==> src/pkg/prwc_pkg.sv <==
// constants, state enum and pin carrier for the port, reset and wake block
// assumes one 100 MHz clock and a plain 4-bit register port
package prwc_pkg;
  // register indices on the local register port
  localparam logic [3:0] REG_STATUS = 4'h0;
  localparam logic [3:0] REG_P5_DATA = 4'h1;
  localparam logic [3:0] REG_P6_DATA = 4'h2;
  localparam logic [3:0] REG_IRQ_FLAG = 4'h3;
  localparam logic [3:0] REG_P5_DIR = 4'h4;
  localparam logic [3:0] REG_P6_DIR = 4'h5;
  localparam logic [3:0] REG_TIMER_SETUP = 4'h6;
  localparam logic [3:0] REG_PRESC_COUNT = 4'h7;
  localparam logic [3:0] REG_PULLDOWN = 4'h8;
  localparam logic [3:0] REG_OPENDRAIN = 4'h9;
  localparam logic [3:0] REG_PULLUP = 4'ha;
  localparam logic [3:0] REG_WDOG_CTRL = 4'hb;
  localparam logic [3:0] REG_IRQ_MASK = 4'hc;
  // field positions
  localparam int ST_TIMEOUT_BIT = 4;
  localparam int ST_PWRDN_BIT = 3;
  localparam int TS_GIE_BIT = 6;
  localparam int TS_PAB_BIT = 3;
  localparam int WD_EN_BIT = 7;
  localparam int WD_EIS_BIT = 6;
  localparam int WD_ROC_BIT = 4;
  localparam int IRQ_TCC_BIT = 0;
  localparam int IRQ_CHG_BIT = 1;
  localparam int IRQ_EXT_BIT = 2;
  // reset values
  localparam logic [3:0] P5_DIR_RST = 4'hf;
  localparam logic [7:0] P6_DIR_RST = 8'hff;
  localparam logic [7:0] TIMER_SETUP_RST = 8'hbf;
  localparam logic [7:0] PRESC_RST = 8'hff;
  localparam logic [7:0] PULLDOWN_RST = 8'hff;
  localparam logic [7:0] OPENDRAIN_RST = 8'h00;
  localparam logic [7:0] PULLUP_RST = 8'hff;
  localparam logic [7:0] WDOG_SET_MASK = 8'h80;
  localparam logic [7:0] WDOG_CLR_MASK = 8'h50;
  localparam logic [2:0] IRQ_RST = 3'h0;
  localparam logic [7:0] STATUS_POR = 8'h18;
  localparam logic [3:0] ROPT_PINS = 4'h3;
  localparam logic [9:0] PC_RESET = 10'h000;
  localparam logic [9:0] PC_VECTOR = 10'h008;
  localparam logic [7:0] WDT_LIMIT = 8'hff;
  // timing
  localparam int CLK_PERIOD_NS = 10;
  localparam int OST_MS = 18;
  localparam int OST_CYCLES = (OST_MS * 1000000 + CLK_PERIOD_NS - 1) / CLK_PERIOD_NS;
  localparam int HOLD_W = 21;

  typedef enum logic [1:0] {ST_HOLD, ST_RUN, ST_SLEEP} prwc_state_t;

  typedef struct packed {
    logic [7:0] out;
    logic [7:0] oe;
    logic [7:0] pu_en;
    logic [3:0] pd_en;
  } prwc_p6_pins_t;
endpackage

==> src/hw/prwc_top.sv <==
// port 5/6 pad control, reset sequencing, watchdog and sleep/wake control
// assumes synchronous pin inputs, reset = power-on, core obeys pc_load/core_reset
//
// Summary of operation
// - two tri-state ports, per-pin direction bits
// - direction one floats pin, zero drives
// - port 6 pull-up and open-drain per pin
// - pull-downs on port5 bits0-2, port6 bits0-3
// - r-option sense pins when enable bit set
// - port 6 change raises irq or wakes
// - change wake with irqs on jumps vector
// - change wake with irqs off continues
// - reset from power-on, pin low, watchdog
// - hold reset one start-up timer period
// - reset loads program counter with zero
// - reset makes every port pin input
// - reset clears watchdog and prescaler
// - power-on clears status top three bits
// - timer setup all ones except bit6
// - prescaler, pulls ones; open-drain cleared
// - watchdog ctrl and irq bits initialised
// - sleep entry clears watchdog, keeps counting
// - pin/watchdog wake resets, change wake continues
// - timeout and power-down flags show source
// - watchdog re-enabled after any wake
//
// The plain strobed port and the address map were left to the implementer.
`timescale 1ns/1ps
module prwc_top #(
  parameter int HOLD_CYCLES = prwc_pkg::OST_CYCLES
) (
  input wire logic sys_clk,
  input wire logic reset,
  input wire logic [3:0] addr,
  input wire logic [7:0] wdata,
  input wire logic wr_en,
  input wire logic rd_en,
  output logic [7:0] rdata_ff,
  input wire logic reset_pin_n,
  input wire logic hw_wdt_opt,
  input wire logic wdt_tick,
  input wire logic tcc_ovf,
  input wire logic sleep_instr,
  input wire logic gie_on_instr,
  input wire logic gie_off_instr,
  input wire logic wdt_clear_instr,
  input wire logic [3:0] p5_in,
  output logic [3:0] p5_out_ff,
  output logic [3:0] p5_oe_ff,
  output logic [2:0] p5_pd_en_ff,
  output logic [1:0] r_sense_en_ff,
  input wire logic [7:0] p6_in,
  output prwc_pkg::prwc_p6_pins_t p6_pins_ff,
  output logic core_reset_ff,
  output logic sleep_ff,
  output logic irq_req_ff,
  output logic pc_load_ff,
  output logic [9:0] pc_value_ff
);

  function automatic logic hit(input logic [3:0] a, input logic [3:0] idx);
    hit = (a == idx);
  endfunction

  // prescaler down-counts; ratio met when elapsed ticks divide by 2^psr
  function automatic logic rate_hit(input logic [7:0] cnt, input logic [2:0] psr);
    logic [7:0] mask;
    mask = 8'((9'h001 << psr) - 9'h001);
    rate_hit = (((~cnt) & mask) == 8'h00);
  endfunction

  prwc_pkg::prwc_state_t st_ff, nxt_st;
  logic [prwc_pkg::HOLD_W-1:0] hold_ff;
  logic [7:0] stat_ff, ts_ff, presc_ff, pd_ff, od_ff, pu_ff, wd_ff, p6_dir_ff, p6_dout_ff;
  logic [7:0] snap_ff, wdt_ff, rd_mux;
  logic [3:0] p5_dir_ff, p5_dout_ff;
  logic [2:0] flag_ff, mask_ff;
  logic p60_prev_ff;

  // event decode
  wire in_run = (st_ff == prwc_pkg::ST_RUN);
  wire in_sleep = (st_ff == prwc_pkg::ST_SLEEP);
  wire in_hold = (st_ff == prwc_pkg::ST_HOLD);
  wire wr_stat = wr_en & hit(addr, prwc_pkg::REG_STATUS);
  wire wr_p5 = wr_en & hit(addr, prwc_pkg::REG_P5_DATA);
  wire wr_p6 = wr_en & hit(addr, prwc_pkg::REG_P6_DATA);
  wire rd_p6 = rd_en & hit(addr, prwc_pkg::REG_P6_DATA);
  wire wr_flag = wr_en & hit(addr, prwc_pkg::REG_IRQ_FLAG);
  wire wr_p5dir = wr_en & hit(addr, prwc_pkg::REG_P5_DIR);
  wire wr_p6dir = wr_en & hit(addr, prwc_pkg::REG_P6_DIR);
  wire wr_ts = wr_en & hit(addr, prwc_pkg::REG_TIMER_SETUP);
  wire wr_pd = wr_en & hit(addr, prwc_pkg::REG_PULLDOWN);
  wire wr_od = wr_en & hit(addr, prwc_pkg::REG_OPENDRAIN);
  wire wr_pu = wr_en & hit(addr, prwc_pkg::REG_PULLUP);
  wire wr_wd = wr_en & hit(addr, prwc_pkg::REG_WDOG_CTRL);
  wire wr_mask = wr_en & hit(addr, prwc_pkg::REG_IRQ_MASK);
  wire gie = ts_ff[prwc_pkg::TS_GIE_BIT];
  wire resistor_option_enable = wd_ff[prwc_pkg::WD_ROC_BIT];
  wire eis = wd_ff[prwc_pkg::WD_EIS_BIT];
  wire sleep_entry = in_run & sleep_instr;
  // watchdog needs both hardware option and enable bit
  wire wdt_run = hw_wdt_opt & wd_ff[prwc_pkg::WD_EN_BIT] & ~in_hold;
  wire wdt_clr = (in_run & wdt_clear_instr) | sleep_entry;
  wire presc_wdt = ts_ff[prwc_pkg::TS_PAB_BIT];
  wire [7:0] presc_dec = presc_ff - 8'h01;
  wire wdt_adv = wdt_run & wdt_tick & (~presc_wdt | rate_hit(presc_dec, ts_ff[2:0]));
  wire wdt_timeout = wdt_adv & (wdt_ff == prwc_pkg::WDT_LIMIT);
  // pin low or watchdog expiry re-enters reset
  wire soft_rst = ~reset_pin_n | wdt_timeout;
  wire init_all = reset | soft_rst;
  // compare pins against last port 6 read
  wire p6_changed = (p6_in != snap_ff);
  wire ext_fall = eis & p60_prev_ff & ~p6_in[0];
  wire [2:0] flag_set = {ext_fall, p6_changed, tcc_ovf};
  wire [2:0] pend = flag_ff & mask_ff;
  // enabled change flag wakes the core
  wire wake_port = in_sleep & pend[prwc_pkg::IRQ_CHG_BIT];
  // irqs off: wake skips the vector
  wire take_vector = wake_port & gie;
  wire hold_done = (hold_ff == '0);

  // reset hold, run and sleep sequencing
  always_comb begin
    nxt_st = st_ff;
    unique case (st_ff)
      prwc_pkg::ST_HOLD: begin
        // leave only after the full hold period
        if (hold_done) nxt_st = prwc_pkg::ST_RUN;
      end
      prwc_pkg::ST_RUN: begin
        if (sleep_instr) nxt_st = prwc_pkg::ST_SLEEP;
      end
      prwc_pkg::ST_SLEEP: begin
        if (wake_port) nxt_st = prwc_pkg::ST_RUN;
      end
    endcase
    // pin or watchdog wake forces reset
    if (soft_rst) nxt_st = prwc_pkg::ST_HOLD;
  end

  always_ff @(posedge sys_clk) begin
    if (reset) begin
      st_ff <= prwc_pkg::ST_HOLD;
    end else begin
      st_ff <= nxt_st;
    end
  end

  // hold counter rearms while a reset source stays active
  always_ff @(posedge sys_clk) begin
    if (init_all) begin
      hold_ff <= prwc_pkg::HOLD_W'(HOLD_CYCLES - 1);
    end else if (in_hold && !hold_done) begin
      hold_ff <= hold_ff - 1'b1;
    end
  end

  // watchdog and prescaler cleared by reset
  always_ff @(posedge sys_clk) begin
    if (init_all || wdt_clr) begin
      presc_ff <= prwc_pkg::PRESC_RST;
      wdt_ff <= 8'h00;
    end else begin
      if (wdt_run && wdt_tick && presc_wdt) presc_ff <= presc_dec;
      if (wdt_adv) wdt_ff <= wdt_ff + 8'h01;
    end
  end

  // configuration registers
  always_ff @(posedge sys_clk) begin
    if (init_all) begin
      p5_dir_ff <= prwc_pkg::P5_DIR_RST;
      p6_dir_ff <= prwc_pkg::P6_DIR_RST;
      // timer setup ones except global irq
      ts_ff <= prwc_pkg::TIMER_SETUP_RST;
      pd_ff <= prwc_pkg::PULLDOWN_RST;
      pu_ff <= prwc_pkg::PULLUP_RST;
      od_ff <= prwc_pkg::OPENDRAIN_RST;
      // enable set, ext-pin and r-option cleared
      wd_ff <= (wd_ff | prwc_pkg::WDOG_SET_MASK) & ~prwc_pkg::WDOG_CLR_MASK;
      mask_ff <= prwc_pkg::IRQ_RST;
    end else begin
      if (wr_p5dir) p5_dir_ff <= wdata[3:0];
      if (wr_p6dir) p6_dir_ff <= wdata;
      if (wr_pd) pd_ff <= wdata;
      if (wr_pu) pu_ff <= wdata;
      if (wr_od) od_ff <= wdata;
      if (wr_mask) mask_ff <= wdata[2:0];
      if (wake_port) wd_ff <= wd_ff | prwc_pkg::WDOG_SET_MASK;
      else if (wr_wd) wd_ff <= wdata;
      // vector entry masks further interrupts, like a taken irq
      if (take_vector || (in_run && gie_off_instr)) begin
        ts_ff <= {ts_ff[7], 1'b0, ts_ff[5:0]};
      end else if (in_run && gie_on_instr) begin
        ts_ff <= {ts_ff[7], 1'b1, ts_ff[5:0]};
      end else if (wr_ts) begin
        ts_ff <= wdata;
      end
    end
  end

  // port data latches keep their value across every reset kind
  always_ff @(posedge sys_clk) begin
    if (wr_p5) p5_dout_ff <= wdata[3:0];
    if (wr_p6) p6_dout_ff <= wdata;
    // snapshot also loads in reset, so no unknown level flags a change
    if (rd_p6 || init_all) snap_ff <= p6_in;
    p60_prev_ff <= p6_in[0];
  end

  // flags cleared on reset; hardware set beats software clear
  always_ff @(posedge sys_clk) begin
    if (init_all) begin
      flag_ff <= prwc_pkg::IRQ_RST;
    end else if (wr_flag) begin
      flag_ff <= wdata[2:0] | flag_set;
    end else begin
      flag_ff <= flag_ff | flag_set;
    end
  end

  // timeout and power-down flags record the cause
  always_ff @(posedge sys_clk) begin
    if (reset) begin
      // power-on clears the top three bits
      stat_ff <= prwc_pkg::STATUS_POR;
    end else if (wdt_timeout) begin
      stat_ff[prwc_pkg::ST_TIMEOUT_BIT] <= 1'b0;
      stat_ff[prwc_pkg::ST_PWRDN_BIT] <= ~in_sleep;
    end else if (sleep_entry) begin
      stat_ff[prwc_pkg::ST_TIMEOUT_BIT] <= 1'b1;
      stat_ff[prwc_pkg::ST_PWRDN_BIT] <= 1'b0;
    end else if (in_run && wdt_clear_instr) begin
      stat_ff[prwc_pkg::ST_TIMEOUT_BIT] <= 1'b1;
      stat_ff[prwc_pkg::ST_PWRDN_BIT] <= 1'b1;
    end else if (wr_stat) begin
      stat_ff[7:5] <= wdata[7:5];
      stat_ff[2:0] <= wdata[2:0];
    end
  end

  // read data, one cycle after the strobe
  always_comb begin
    unique case (addr)
      prwc_pkg::REG_STATUS: rd_mux = stat_ff;
      prwc_pkg::REG_P5_DATA: rd_mux = {4'h0, p5_in};
      prwc_pkg::REG_P6_DATA: rd_mux = p6_in;
      prwc_pkg::REG_IRQ_FLAG: rd_mux = {5'h00, flag_ff};
      prwc_pkg::REG_P5_DIR: rd_mux = {4'h0, p5_dir_ff};
      prwc_pkg::REG_P6_DIR: rd_mux = p6_dir_ff;
      prwc_pkg::REG_TIMER_SETUP: rd_mux = ts_ff;
      prwc_pkg::REG_PRESC_COUNT: rd_mux = presc_ff;
      prwc_pkg::REG_PULLDOWN: rd_mux = {pd_ff[7:4], 1'b0, pd_ff[2:0]};
      prwc_pkg::REG_OPENDRAIN: rd_mux = od_ff;
      prwc_pkg::REG_PULLUP: rd_mux = pu_ff;
      prwc_pkg::REG_WDOG_CTRL: rd_mux = {wd_ff[7:6], 1'b0, wd_ff[4], 4'h0};
      prwc_pkg::REG_IRQ_MASK: rd_mux = {5'h00, mask_ff};
      default: rd_mux = 8'h00;
    endcase
  end

  // sense pins never driven while r-option is on
  wire [3:0] nxt_p5_oe = ~p5_dir_ff & ~(resistor_option_enable ? prwc_pkg::ROPT_PINS : 4'h0);
  // open-drain drives only the low level
  wire [7:0] nxt_p6_oe = ~p6_dir_ff & (~od_ff | ~p6_dout_ff);
  wire nxt_irq = (nxt_st == prwc_pkg::ST_RUN) & gie & (|pend);

  always_ff @(posedge sys_clk) begin
    if (reset) begin
      rdata_ff <= 8'h00;
      p5_out_ff <= 4'h0;
      p5_oe_ff <= 4'h0;
      p5_pd_en_ff <= 3'h0;
      r_sense_en_ff <= 2'h0;
      p6_pins_ff <= '0;
      core_reset_ff <= 1'b1;
      sleep_ff <= 1'b0;
      irq_req_ff <= 1'b0;
      pc_load_ff <= 1'b0;
      pc_value_ff <= prwc_pkg::PC_RESET;
    end else begin
      rdata_ff <= rd_en ? rd_mux : 8'h00;
      p5_out_ff <= p5_dout_ff;
      p5_oe_ff <= nxt_p5_oe;
      p6_pins_ff.out <= p6_dout_ff;
      p6_pins_ff.oe <= nxt_p6_oe;
      // pull-downs only on the listed bits
      p5_pd_en_ff <= ~pd_ff[2:0];
      p6_pins_ff.pd_en <= ~pd_ff[7:4];
      p6_pins_ff.pu_en <= ~pu_ff;
      r_sense_en_ff <= {resistor_option_enable, resistor_option_enable};
      core_reset_ff <= (nxt_st == prwc_pkg::ST_HOLD);
      sleep_ff <= (nxt_st == prwc_pkg::ST_SLEEP);
      irq_req_ff <= nxt_irq;
      pc_load_ff <= take_vector & ~soft_rst;
      // irq-enabled change wake goes to vector
      if (init_all) begin
        pc_value_ff <= prwc_pkg::PC_RESET;
      end else if (take_vector) begin
        pc_value_ff <= prwc_pkg::PC_VECTOR;
      end
    end
  end
endmodule // prwc_top

==> config.mk <==
export PLATFORM = sky130hd
export DESIGN_NAME = prwc_top
export DESIGN_NICKNAME = d
export VERILOG_FILES = /design/src/pkg/prwc_pkg.sv /design/src/hw/prwc_top.sv
export SDC_FILE = /design/constraint.sdc
export NUM_CORES = 1
export LEC_CHECK = 0
export ABC_CLOCK_PERIOD_IN_PS = 6400
export BUFFER_PORTS_ARGS = -buffer_cell sky130_fd_sc_hd__buf_2
export CORE_MARGIN = 5
export CORE_UTILIZATION = 50
export CTS_BUF_LIST = sky130_fd_sc_hd__clkbuf_16
export CTS_CLUSTER_SIZE = 16
export DETAILED_ROUTE_END_ITERATION = 7
export GPL_ROUTABILITY_DRIVEN = 0
export PLACE_DENSITY_LB_ADDON = 0.1
export SLEW_MARGIN = 10
export SYNTH_ARGS = -nofsm -noshare
export SYNTH_HDL_FRONTEND = slang
export SYNTH_SLANG_ARGS = --single-unit
==> constraint.sdc <==
create_clock -name sys_clk -period 6.4 [get_ports sys_clk]
set_input_delay 1.28 -clock sys_clk [delete_from_list [all_inputs] [get_ports sys_clk]]
set_output_delay 1.28 -clock sys_clk [all_outputs]
set_load 0.05 [all_outputs]
==> results of run 1 <==
layout make-up:
type,count,area [um^2]
timing repair buffer,91,460
sequential,173,3660
multi-input combinational,573,3540
tap,184,230
inverter,15,56.3
clock inverter,15,171
clock buffer,17,425
fill,1282,6040
registers in the layout, indices dropped and copies added, names as in the netlist, 7 cells and up:
register	count
p6_dir_ff	8
ts_ff	8
p6_dout_ff	8
pd_ff	7
pu_ff	8
stat_ff	8
snap_ff	8
presc_ff	8
od_ff	8
rdata_ff	8
wdt_ff	8
hold_ff	21
p6_pins_ff	28
cell families (layout without fill, tap and decap cells):
| family | after synthesis | in the layout | synth area share |
|---|---|---|---|
| AOI/OAI and AO/OA | 124 | 124 | 0.123 |
| xor gates and xnor gates | 33 | 33 | 0.0387 |
| adders and majority gates | 7 | 7 | 0.0117 |
| buffers and inverters | 69 | 138 | 0.0427 |
| DFF | 173 | 173 | 0.490 |
| muxes | 45 | 45 | 0.0665 |
| other | 1 | 9 | 0.000502 |
| and+or+nand+nor | 355 | 355 | 0.227 |
where the power goes:
part / internal (mW) / switching [mW] / leakage, nW
Clock: 0.613 / 0.438 / 0.287
Sequential: 1.11 / 0.00784 / 1.43
Combinational: 0.0461 / 0.113 / 1.68
through the flow:
stage	instance area (um^2)	hold slack, ns
final	8540	0.454
after global routing	8540	0.465
after CTS	8540	0.453
after detailed placement	7950	0.437
after global placement	7950	0.433
after floorplan	7500	0.409
layout by cell type (no fill, tap or decap), types with 17 or more instances in the layout:
cell                        netlist  final
sky130_fd_sc_hd__nor3_1          19     19
sky130_fd_sc_hd__inv_1           15     17
sky130_fd_sc_hd__nand2b_1        17     17
sky130_fd_sc_hd__nor2b_1         24     24
sky130_fd_sc_hd__buf_2            6     89
sky130_fd_sc_hd__edfxtp_1        20     20
sky130_fd_sc_hd__nand2_1        115    115
sky130_fd_sc_hd__xnor2_1         23     23
sky130_fd_sc_hd__clkbuf_16        0     17
sky130_fd_sc_hd__nor2_1          75     75
sky130_fd_sc_hd__mux2i_1         35     35
sky130_fd_sc_hd__dfxtp_1        153    153
sky130_fd_sc_hd__a21oi_1         24     23
sky130_fd_sc_hd__nand3_1         54     54
per-layer routing:
layer  share of wire  global-route usage  up-vias
li1                -                   -     2943
met1            0.44               0.303     2954
met2            0.46               0.347      274
met3           0.070              0.0542       45
met4           0.033              0.0911        0
met5               0                   0        -
critical path, delay by kind of cell, from the launching register on:
| kind | cells | cell delay [ns] |
|---|---|---|
| AO/OA/AOI/OAI | 5 | 1.60 |
| adder cells (fa/ha/maj) | 1 | 0.28 |
| flip-flops | 1 | 0.39 |
| AND/OR/NAND/NOR | 2 | 0.92 |
worst min-delay path by stage:
stage                              from             to  slack, ns  cells past startpoint
final                     p5_dout_ff[3]   p5_out_ff[3]       0.45                      1
after global routing        hold_ff[20]    hold_ff[20]       0.47                      1
after CTS                      pu_ff[2]  p6_pins_ff[6]       0.45                      1
after detailed placement       pu_ff[2]  p6_pins_ff[6]       0.44                      1
after global placement    p5_dout_ff[3]   p5_out_ff[3]       0.43                      1
after floorplan                pd_ff[4]  p6_pins_ff[0]       0.41                      1
==> results.md, run 1 <==
Outcome:
- The run finished with clean final reports.

Critical path:
- In this run the worst setup path terminates at presc_ff[1].
- The reg-to-reg endpoint is presc_ff[1].
- The maximum fanout encountered on the critical timing path is 12.
- The worst reg2reg path startpoint is ts_ff[0].
- The critical path arrival is ~3.6 ns.
- Walking the worst path, the cells encountered are or3_1 -> ha_1 -> or4b_1 -> o311ai_1 -> a211oi_2 -> a31o_4 -> a21oi_1 -> o311ai_0.
- The number of cell instances on the worst register-to-register path is 8.
- Across all register-to-register paths, the minimum setup slack is 3.04 ns.
- By startpoint and endpoint, the worst setup path is classified as register to register.
- The worst setup path is captured at a register.
- The startpoint type of the worst setup path is a register.
- The largest single stage delay on the critical path is 0.70 ns.
- The data required time of the critical path is 6.66 ns.
- Among all stages on the critical path, the largest delay is contributed by sky130_fd_sc_hd__a21oi_1.
- The startpoint of the most critical setup path is ts_ff[0].

Floorplan:
- In this run the horizontal extent of the chip is 132 um.
- For this configuration, the core starts out at a cell density of 0.512.
- The die covers 17,500 um^2.
- The floorplan step set the die height to 132 um.
- The number of placement rows is 44.
- The core area is roughly 15,000 um^2.
- In this run the count of I/O pins placed on the die edge is around 100.

Clock tree:
- The post-CTS resize count is 0.
- Counting the buffers created by CTS gives 17.
- The clock tree from TritonCTS is built.
- The post-CTS setup repair buffer count is 0.
- Counting along the longest clock path gives a buffer depth of 2.
- The buffer type at the clock tree root is sky130_fd_sc_hd__clkbuf_16.
- The clock reaches the later pin of the worst-skew pair after 0.43 ns.
- The H-tree was split into 4 levels.
- The clock drives 173 sinks.
- The number of hold buffers added after CTS was 0.
- After clock tree synthesis, the clock-pin slew on the worst setup and hold paths is 0.07 ns.

Yosys:
- The total of warnings raised by yosys is 0.
- After synthesis, the cell types taking the most area are sky130_fd_sc_hd__dfxtp_1, sky130_fd_sc_hd__edfxtp_1, sky130_fd_sc_hd__nand2_1.
- The fraction of the yosys area taken by sequential cells is 0.490.
- After synthesis, the mean cell area works out to 9.26 um^2.
- The cell count after synthesis came out at between 800 and 900.
- The post-synthesis cell type count is 71.
- The most used flip-flop cell after synthesis is sky130_fd_sc_hd__dfxtp_1.
- In this run, synthesis inferred 20 flip-flops with an integrated enable.
- In the synthesized netlist, the cells that appear most often are sky130_fd_sc_hd__dfxtp_1, sky130_fd_sc_hd__nand2_1, sky130_fd_sc_hd__nor2_1.
- The register bit count reported by yosys is 173.
- The dominant cell by count in the synthesized netlist is sky130_fd_sc_hd__dfxtp_1.
- The fraction of registers with async set/reset is 0.
- The cell area that synthesis handed to floorplanning was around 7500 um^2.
- Of the post-synthesis cell area, the dominant cell type holds 0.410.
- The cell type contributing the most total cell area after synthesis is sky130_fd_sc_hd__dfxtp_1.

Power and ir drop:
- In this run the power density over the cells is 273 nW/um^2.
- Summed over all cells, the static leakage comes to 3.40 nW.
- The highest ir drop seen on vdd is 158 uV.
- The design draws 2.33 mW.

STA:
- The least setup slack across all paths after layout is roughly 3.0 ns.
- The setup violation total in the final timing report is 0.
- Setup repair after global routing left no endpoint under its margin.
- In the final timing run, aggregate negative setup slack is 0 ns.
- The slew of the pin with the lowest slew margin is 1.04 ns.
- Across the routed clock network, the largest skew measured is 0.0114 ns.
- Measured against its own limit, the worst slew margin works out to 0.298.
- The final count of hold timing violations came to 0.
- The shortest clock period the worst path allows after layout is 3.36 ns.
- The max-slew violation total from the final report is 0.
- The period utilization is 0.525.
- The top achievable clock speed is slightly below 0.3 GHz.

Drt:
- The pre-antenna-repair detailed-routing pass consisted of 6 iterations.
- Dividing the detail-routed via count by the number of cells gives 5.82.
- The post-detailed-route count of antenna-violating nets is 0.
- The detail-routed net length per standard cell is 18.7 um.
- The number of DRC violations after detailed-routing iteration 0 is roughly 550.
- After detailed routing, the number of remaining DRC violations is 0.
- The total length of routed wires is 20,000 um.
- Across all layers, the routed design uses 6,216 vias.

Run:
- Max-cap violations in this run came to 0.

Layout:
- The antenna diode instance count is 0.
- The finished layout holds roughly 1,100 standard cells, fillers aside.
- At the end of the flow the core is filled with cells to 0.586.
- The layout cell share with drive strength beyond 1 is 0.161.
- The net count reported at finish is between 900 and 1,000.
- The post-synthesis to final-layout area growth is 14.3%.

GRT:
- Global routing finished with a remaining overflow of 0.
- The number of global-route vias before repair is 5,748.
- The global routing usage summed across all routing layers is 0.224.
- The number of antenna violations at the first check in global routing is 0.
- The first global-routing pass estimated 31,300 um of wire.
- The maximum number of pins on one net before global-route repair is 58.

Placement:
- Counting tap cells, the placed design contains a total of 1,036 instances.
- The count of buffers inserted at the top-level ports is between 80 and 90.
- The worst slack after detailed placement is 2.64 ns.
- The placed wire-length estimate after detailed placement is 14,300 um.

Worst hold path:
- The class of the worst hold path is register to register.
Power figures use the tool's default switching activity.
==> run 2, diff against run 1 <==
--- a/config.mk
+++ b/config.mk
@@ -5,7 +5,7 @@
 export SDC_FILE = /design/constraint.sdc
 export NUM_CORES = 1
 export LEC_CHECK = 0
-export ABC_CLOCK_PERIOD_IN_PS = 6400
+export ABC_CLOCK_PERIOD_IN_PS = 3480
 export BUFFER_PORTS_ARGS = -buffer_cell sky130_fd_sc_hd__buf_2
 export CORE_MARGIN = 5
 export CORE_UTILIZATION = 50
==> constraint.sdc (replaced) <==
create_clock -name sys_clk -period 3.48 [get_ports sys_clk]
set_input_delay 0.696 -clock sys_clk [delete_from_list [all_inputs] [get_ports sys_clk]]
set_output_delay 0.696 -clock sys_clk [all_outputs]
set_load 0.05 [all_outputs]
==> run 2 against run 1 <==
Register-to-register slack lost 2.7 ns. Flip-flop and latch count is the same. Power grew 79%. Clock skew shrank 0.0013 ns. Via count grew 0.43%. Critical endpoint is now od_ff[2]. Largest cell class unchanged.
==> results.md, run 2 (synthesized netlist as in run 1, its figures left out) <==
Drt:
- The average via count per standard cell is 5.78 (was 5.82).
- The number of remaining DRC errors is 0 (unchanged).
- The post-detailed-route count of antenna-violating nets is 0 (unchanged).
- The total length of routed wires was 19,700 um (was 20,000 um).
- The detailed-routing iteration count for the pre-antenna-repair pass was 7 (was 6).
- The number of DRC violations after detailed-routing iteration 0 is 518 (was 552).
- The total vias in the final route came to 6,243 (was 6,216).
- The detail-routed net length per standard cell was 18.2 um (was 18.7 um).

Critical path:
- The reg-to-reg endpoint is od_ff[2] (was presc_ff[1]).
- The worst reg2reg path startpoint is ts_ff[0] (unchanged).
- The critical path arrival came to 3.42 ns (was 3.61 ns).
- The worst setup path endpoint is od_ff[2] (was presc_ff[1]).
- The maximum fanout encountered on the critical timing path was 15 (was 12).
- The data required time of the critical path is 3.79 ns (was 6.66 ns).
- The startpoint of the most critical setup path was ts_ff[0] (unchanged).
- The classification of the worst setup path is register to register (unchanged).
- The kind of end point of the critical path is a register (unchanged).
- The startpoint type of the worst setup path is a register (unchanged).
- The number of cell instances on the worst register-to-register path is 9 (was 8).
- The reg2reg setup slack is 0.38 ns (was 3.04 ns).

Layout:
- The layout cell share with drive strength beyond 1 is 0.176 (was 0.161).
- Largest regs: p6_pins_ff x28, hold_ff x21 (unchanged).
- The antenna diode instance count is 0 (unchanged).
- The cell area after layout came to 8610 um^2 (was 8540 um^2).
- The final cell utilization of the core is 0.590 (was 0.586).
- The flip-flop count of the largest register after layout is 28 (unchanged).
- Most frequent cells in the layout: sky130_fd_sc_hd__dfxtp_1, sky130_fd_sc_hd__nand2_1, sky130_fd_sc_hd__buf_2 (unchanged).
- The most common library cell in the layout ignoring fill and taps is sky130_fd_sc_hd__dfxtp_1 (unchanged).
- The net count reported at finish came to 927 (was 914).
- The post-synthesis to final-layout area growth is 15.2% (was 14.3%).
- The register name with the most flops is p6_pins_ff (unchanged).

Worst hold path:
- The launch point of the worst hold path is p5_dout_ff[0] (was p5_dout_ff[3]).
- The class of the worst hold path is register to register (unchanged).

Clock tree:
- The clock tree from TritonCTS is built (unchanged).
- The clock buffer count from CTS was 17 (unchanged).
- The register clock-pin slew on the reported worst setup and hold paths came to 0.07 ns (about the same).
- The total number of H-tree levels is 4 (unchanged).
- The buffer type at the clock tree root was sky130_fd_sc_hd__clkbuf_16 (unchanged).
- The number of buffers on the longest clock path is 2 (unchanged).
- The CTS sink count is 173 (unchanged).
- The post-CTS setup repair buffer count is 0 (unchanged).
- The insertion delay of the later-clocked pin in the worst-skew pair is 0.43 ns (about the same).

STA:
- The period utilization is 0.891 (was 0.525).
- The slew of the pin with the lowest slew margin is 0.707 ns (was 1.04 ns).
- The final worst clock skew is 0.0101 ns (was 0.0114 ns).
- The setup violation total in the final timing report is 0 (unchanged).
- The max-slew headroom at the worst pin came to 0.526 (was 0.298).
- The least setup slack across all paths after layout was 0.378 ns (was 3.04 ns).
- The final sum of negative setup slack is 0 ns (unchanged).
- Unrepaired setup endpoints after global routing: no (unchanged).
- The max-slew violation total from the final report is 0 (unchanged).
- The shortest clock period the worst path allows after layout came to 3.10 ns (was 3.36 ns).
- The final count of hold timing violations is 0 (unchanged).
- The top achievable clock speed is 0.322 GHz (was 0.298 GHz).

GRT:
- The leftover overflow at the end of global routing is 0 (unchanged).
- The maximum number of pins on one net before global-route repair came to 56 (was 58).
- The number of global-route vias before repair is 5,875 (was 5,748).
- The global routing usage summed across all routing layers is 0.225 (was 0.224).
- The number of antenna violations at the first check in global routing is 0 (unchanged).
- The first-pass GRT wire length came to 31,700 um (was 31,300 um).

Floorplan:
- The core area is 14,600 um^2 (unchanged).
- The die boundary width is 132 um (unchanged).
- The number of top-level pins is 99 (unchanged).
- The y dimension of the die came to 132 um (unchanged).
- The effective utilization at floorplan was 0.512 (unchanged).
- The number of placement rows is 44 (unchanged).
- The area of the die came to 17,500 um^2 (unchanged).

Placement:
- The cell area after placement was 8050 um^2 (was 7950 um^2).
- The placed wire-length estimate after detailed placement is 14,200 um (was 14,300 um).
- The worst slack after detailed placement was 0.280 ns (was 2.64 ns).
- The count of buffers inserted at the top-level ports is 89 (unchanged).

Power and ir drop:
- The power density over the cells is 485 nW/um^2 (was 273 nW/um^2).
- The static power due to leakage is 3.45 nW (was 3.40 nW).
- The overall power is 4.18 mW (was 2.33 mW).
- The highest ir drop seen on vdd is 343 uV (was 158 uV).

Outcome:
- Outcome: finished, final reports clean (unchanged).

Run:
- The max-capacitance violation count is 0 (unchanged).
[run 2: cell count changes in the layout (fill, tap and decap cells not counted)]
| cell | before | now |
|---|---|---|
| sky130_fd_sc_hd__a21oi_2 | 0 | 1 |
| sky130_fd_sc_hd__clkinvlp_4 | 4 | 2 |
| sky130_fd_sc_hd__clkinv_4 | 0 | 2 |
| sky130_fd_sc_hd__buf_4 | 2 | 15 |
| sky130_fd_sc_hd__bufinv_16 | 3 | 1 |
| sky130_fd_sc_hd__a21oi_1 | 23 | 22 |
| sky130_fd_sc_hd__inv_1 | 17 | 15 |
| sky130_fd_sc_hd__inv_8 | 0 | 1 |
| sky130_fd_sc_hd__clkinv_2 | 1 | 3 |
| sky130_fd_sc_hd__inv_6 | 4 | 5 |
[run 2: worst min-delay path by stage]
| stage | endpoint | slack (ns) | depth (start not counted) |
|---|---|---|---|
| 2_1_floorplan | p6_pins_ff[0] | 0.41 | 1 |
| 3_3_place_gp | p5_out_ff[1] | 0.43 | 1 |
| 3_5_place_dp | p5_out_ff[0] | 0.44 | 1 |
| 4_1_cts | p60_prev_ff | 0.43 | 1 |
| 5_1_grt | p60_prev_ff | 0.45 | 1 |
| 6_report | p5_out_ff[0] | 0.45 | 1 |
[run 2: layout make-up]
type,instances,area [um^2]
tap,184,230
clock buffer,17,425
inverter,15,56.3
timing repair buffer,104,558
clock inverter,15,136
fill,1271,5980
sequential,173,3660
multi-input combinational,573,3540
[run 2: power by group]
group	total, mW	switching, mW	leakage (nW)	internal (mW)
clock	1.81	0.819	0.274	0.996
combinational	0.302	0.210	1.74	0.0920
sequential	2.06	0.0136	1.43	2.05
total	4.18	1.04	3.45	3.13
[run 2: what timing repair did]
action	4_1_cts	5_1_grt
endpoints found under the setup margin	0	1
hold buffers	0	0
gates resized for setup	0	1
[run 2: worst max-delay path, stage by stage (launching register included)]
cell	delay (ns)
sky130_fd_sc_hd__dfxtp_1	0.38
sky130_fd_sc_hd__or3_1	0.43
sky130_fd_sc_hd__ha_1	0.30
sky130_fd_sc_hd__inv_1	0.04
sky130_fd_sc_hd__a221o_1	0.34
sky130_fd_sc_hd__a211oi_2	0.40
sky130_fd_sc_hd__a31oi_1	0.27
sky130_fd_sc_hd__o21ai_2	0.44
sky130_fd_sc_hd__buf_4	0.31
sky130_fd_sc_hd__nor2_1	0.07
[run 2: routing by layer]
layer / vias to the layer above / part of all wire / track usage
met1: 2958 / 0.42 / 0.290
met2: 268 / 0.46 / 0.359
met4: 0 / 0.029 / 0.0962
li1: 2980 / - / -
met3: 37 / 0.082 / 0.0573
met5: - / 0 / 0
[run 2: through the flow]
step | std cells | hold WS, ns
final | 1081 | 0.451
after global routing | 1081 | 0.447
after CTS | 1081 | 0.432
after detailed placement | 1049 | 0.441
after global placement | 1049 | 0.433
after floorplan | 815 | 0.409
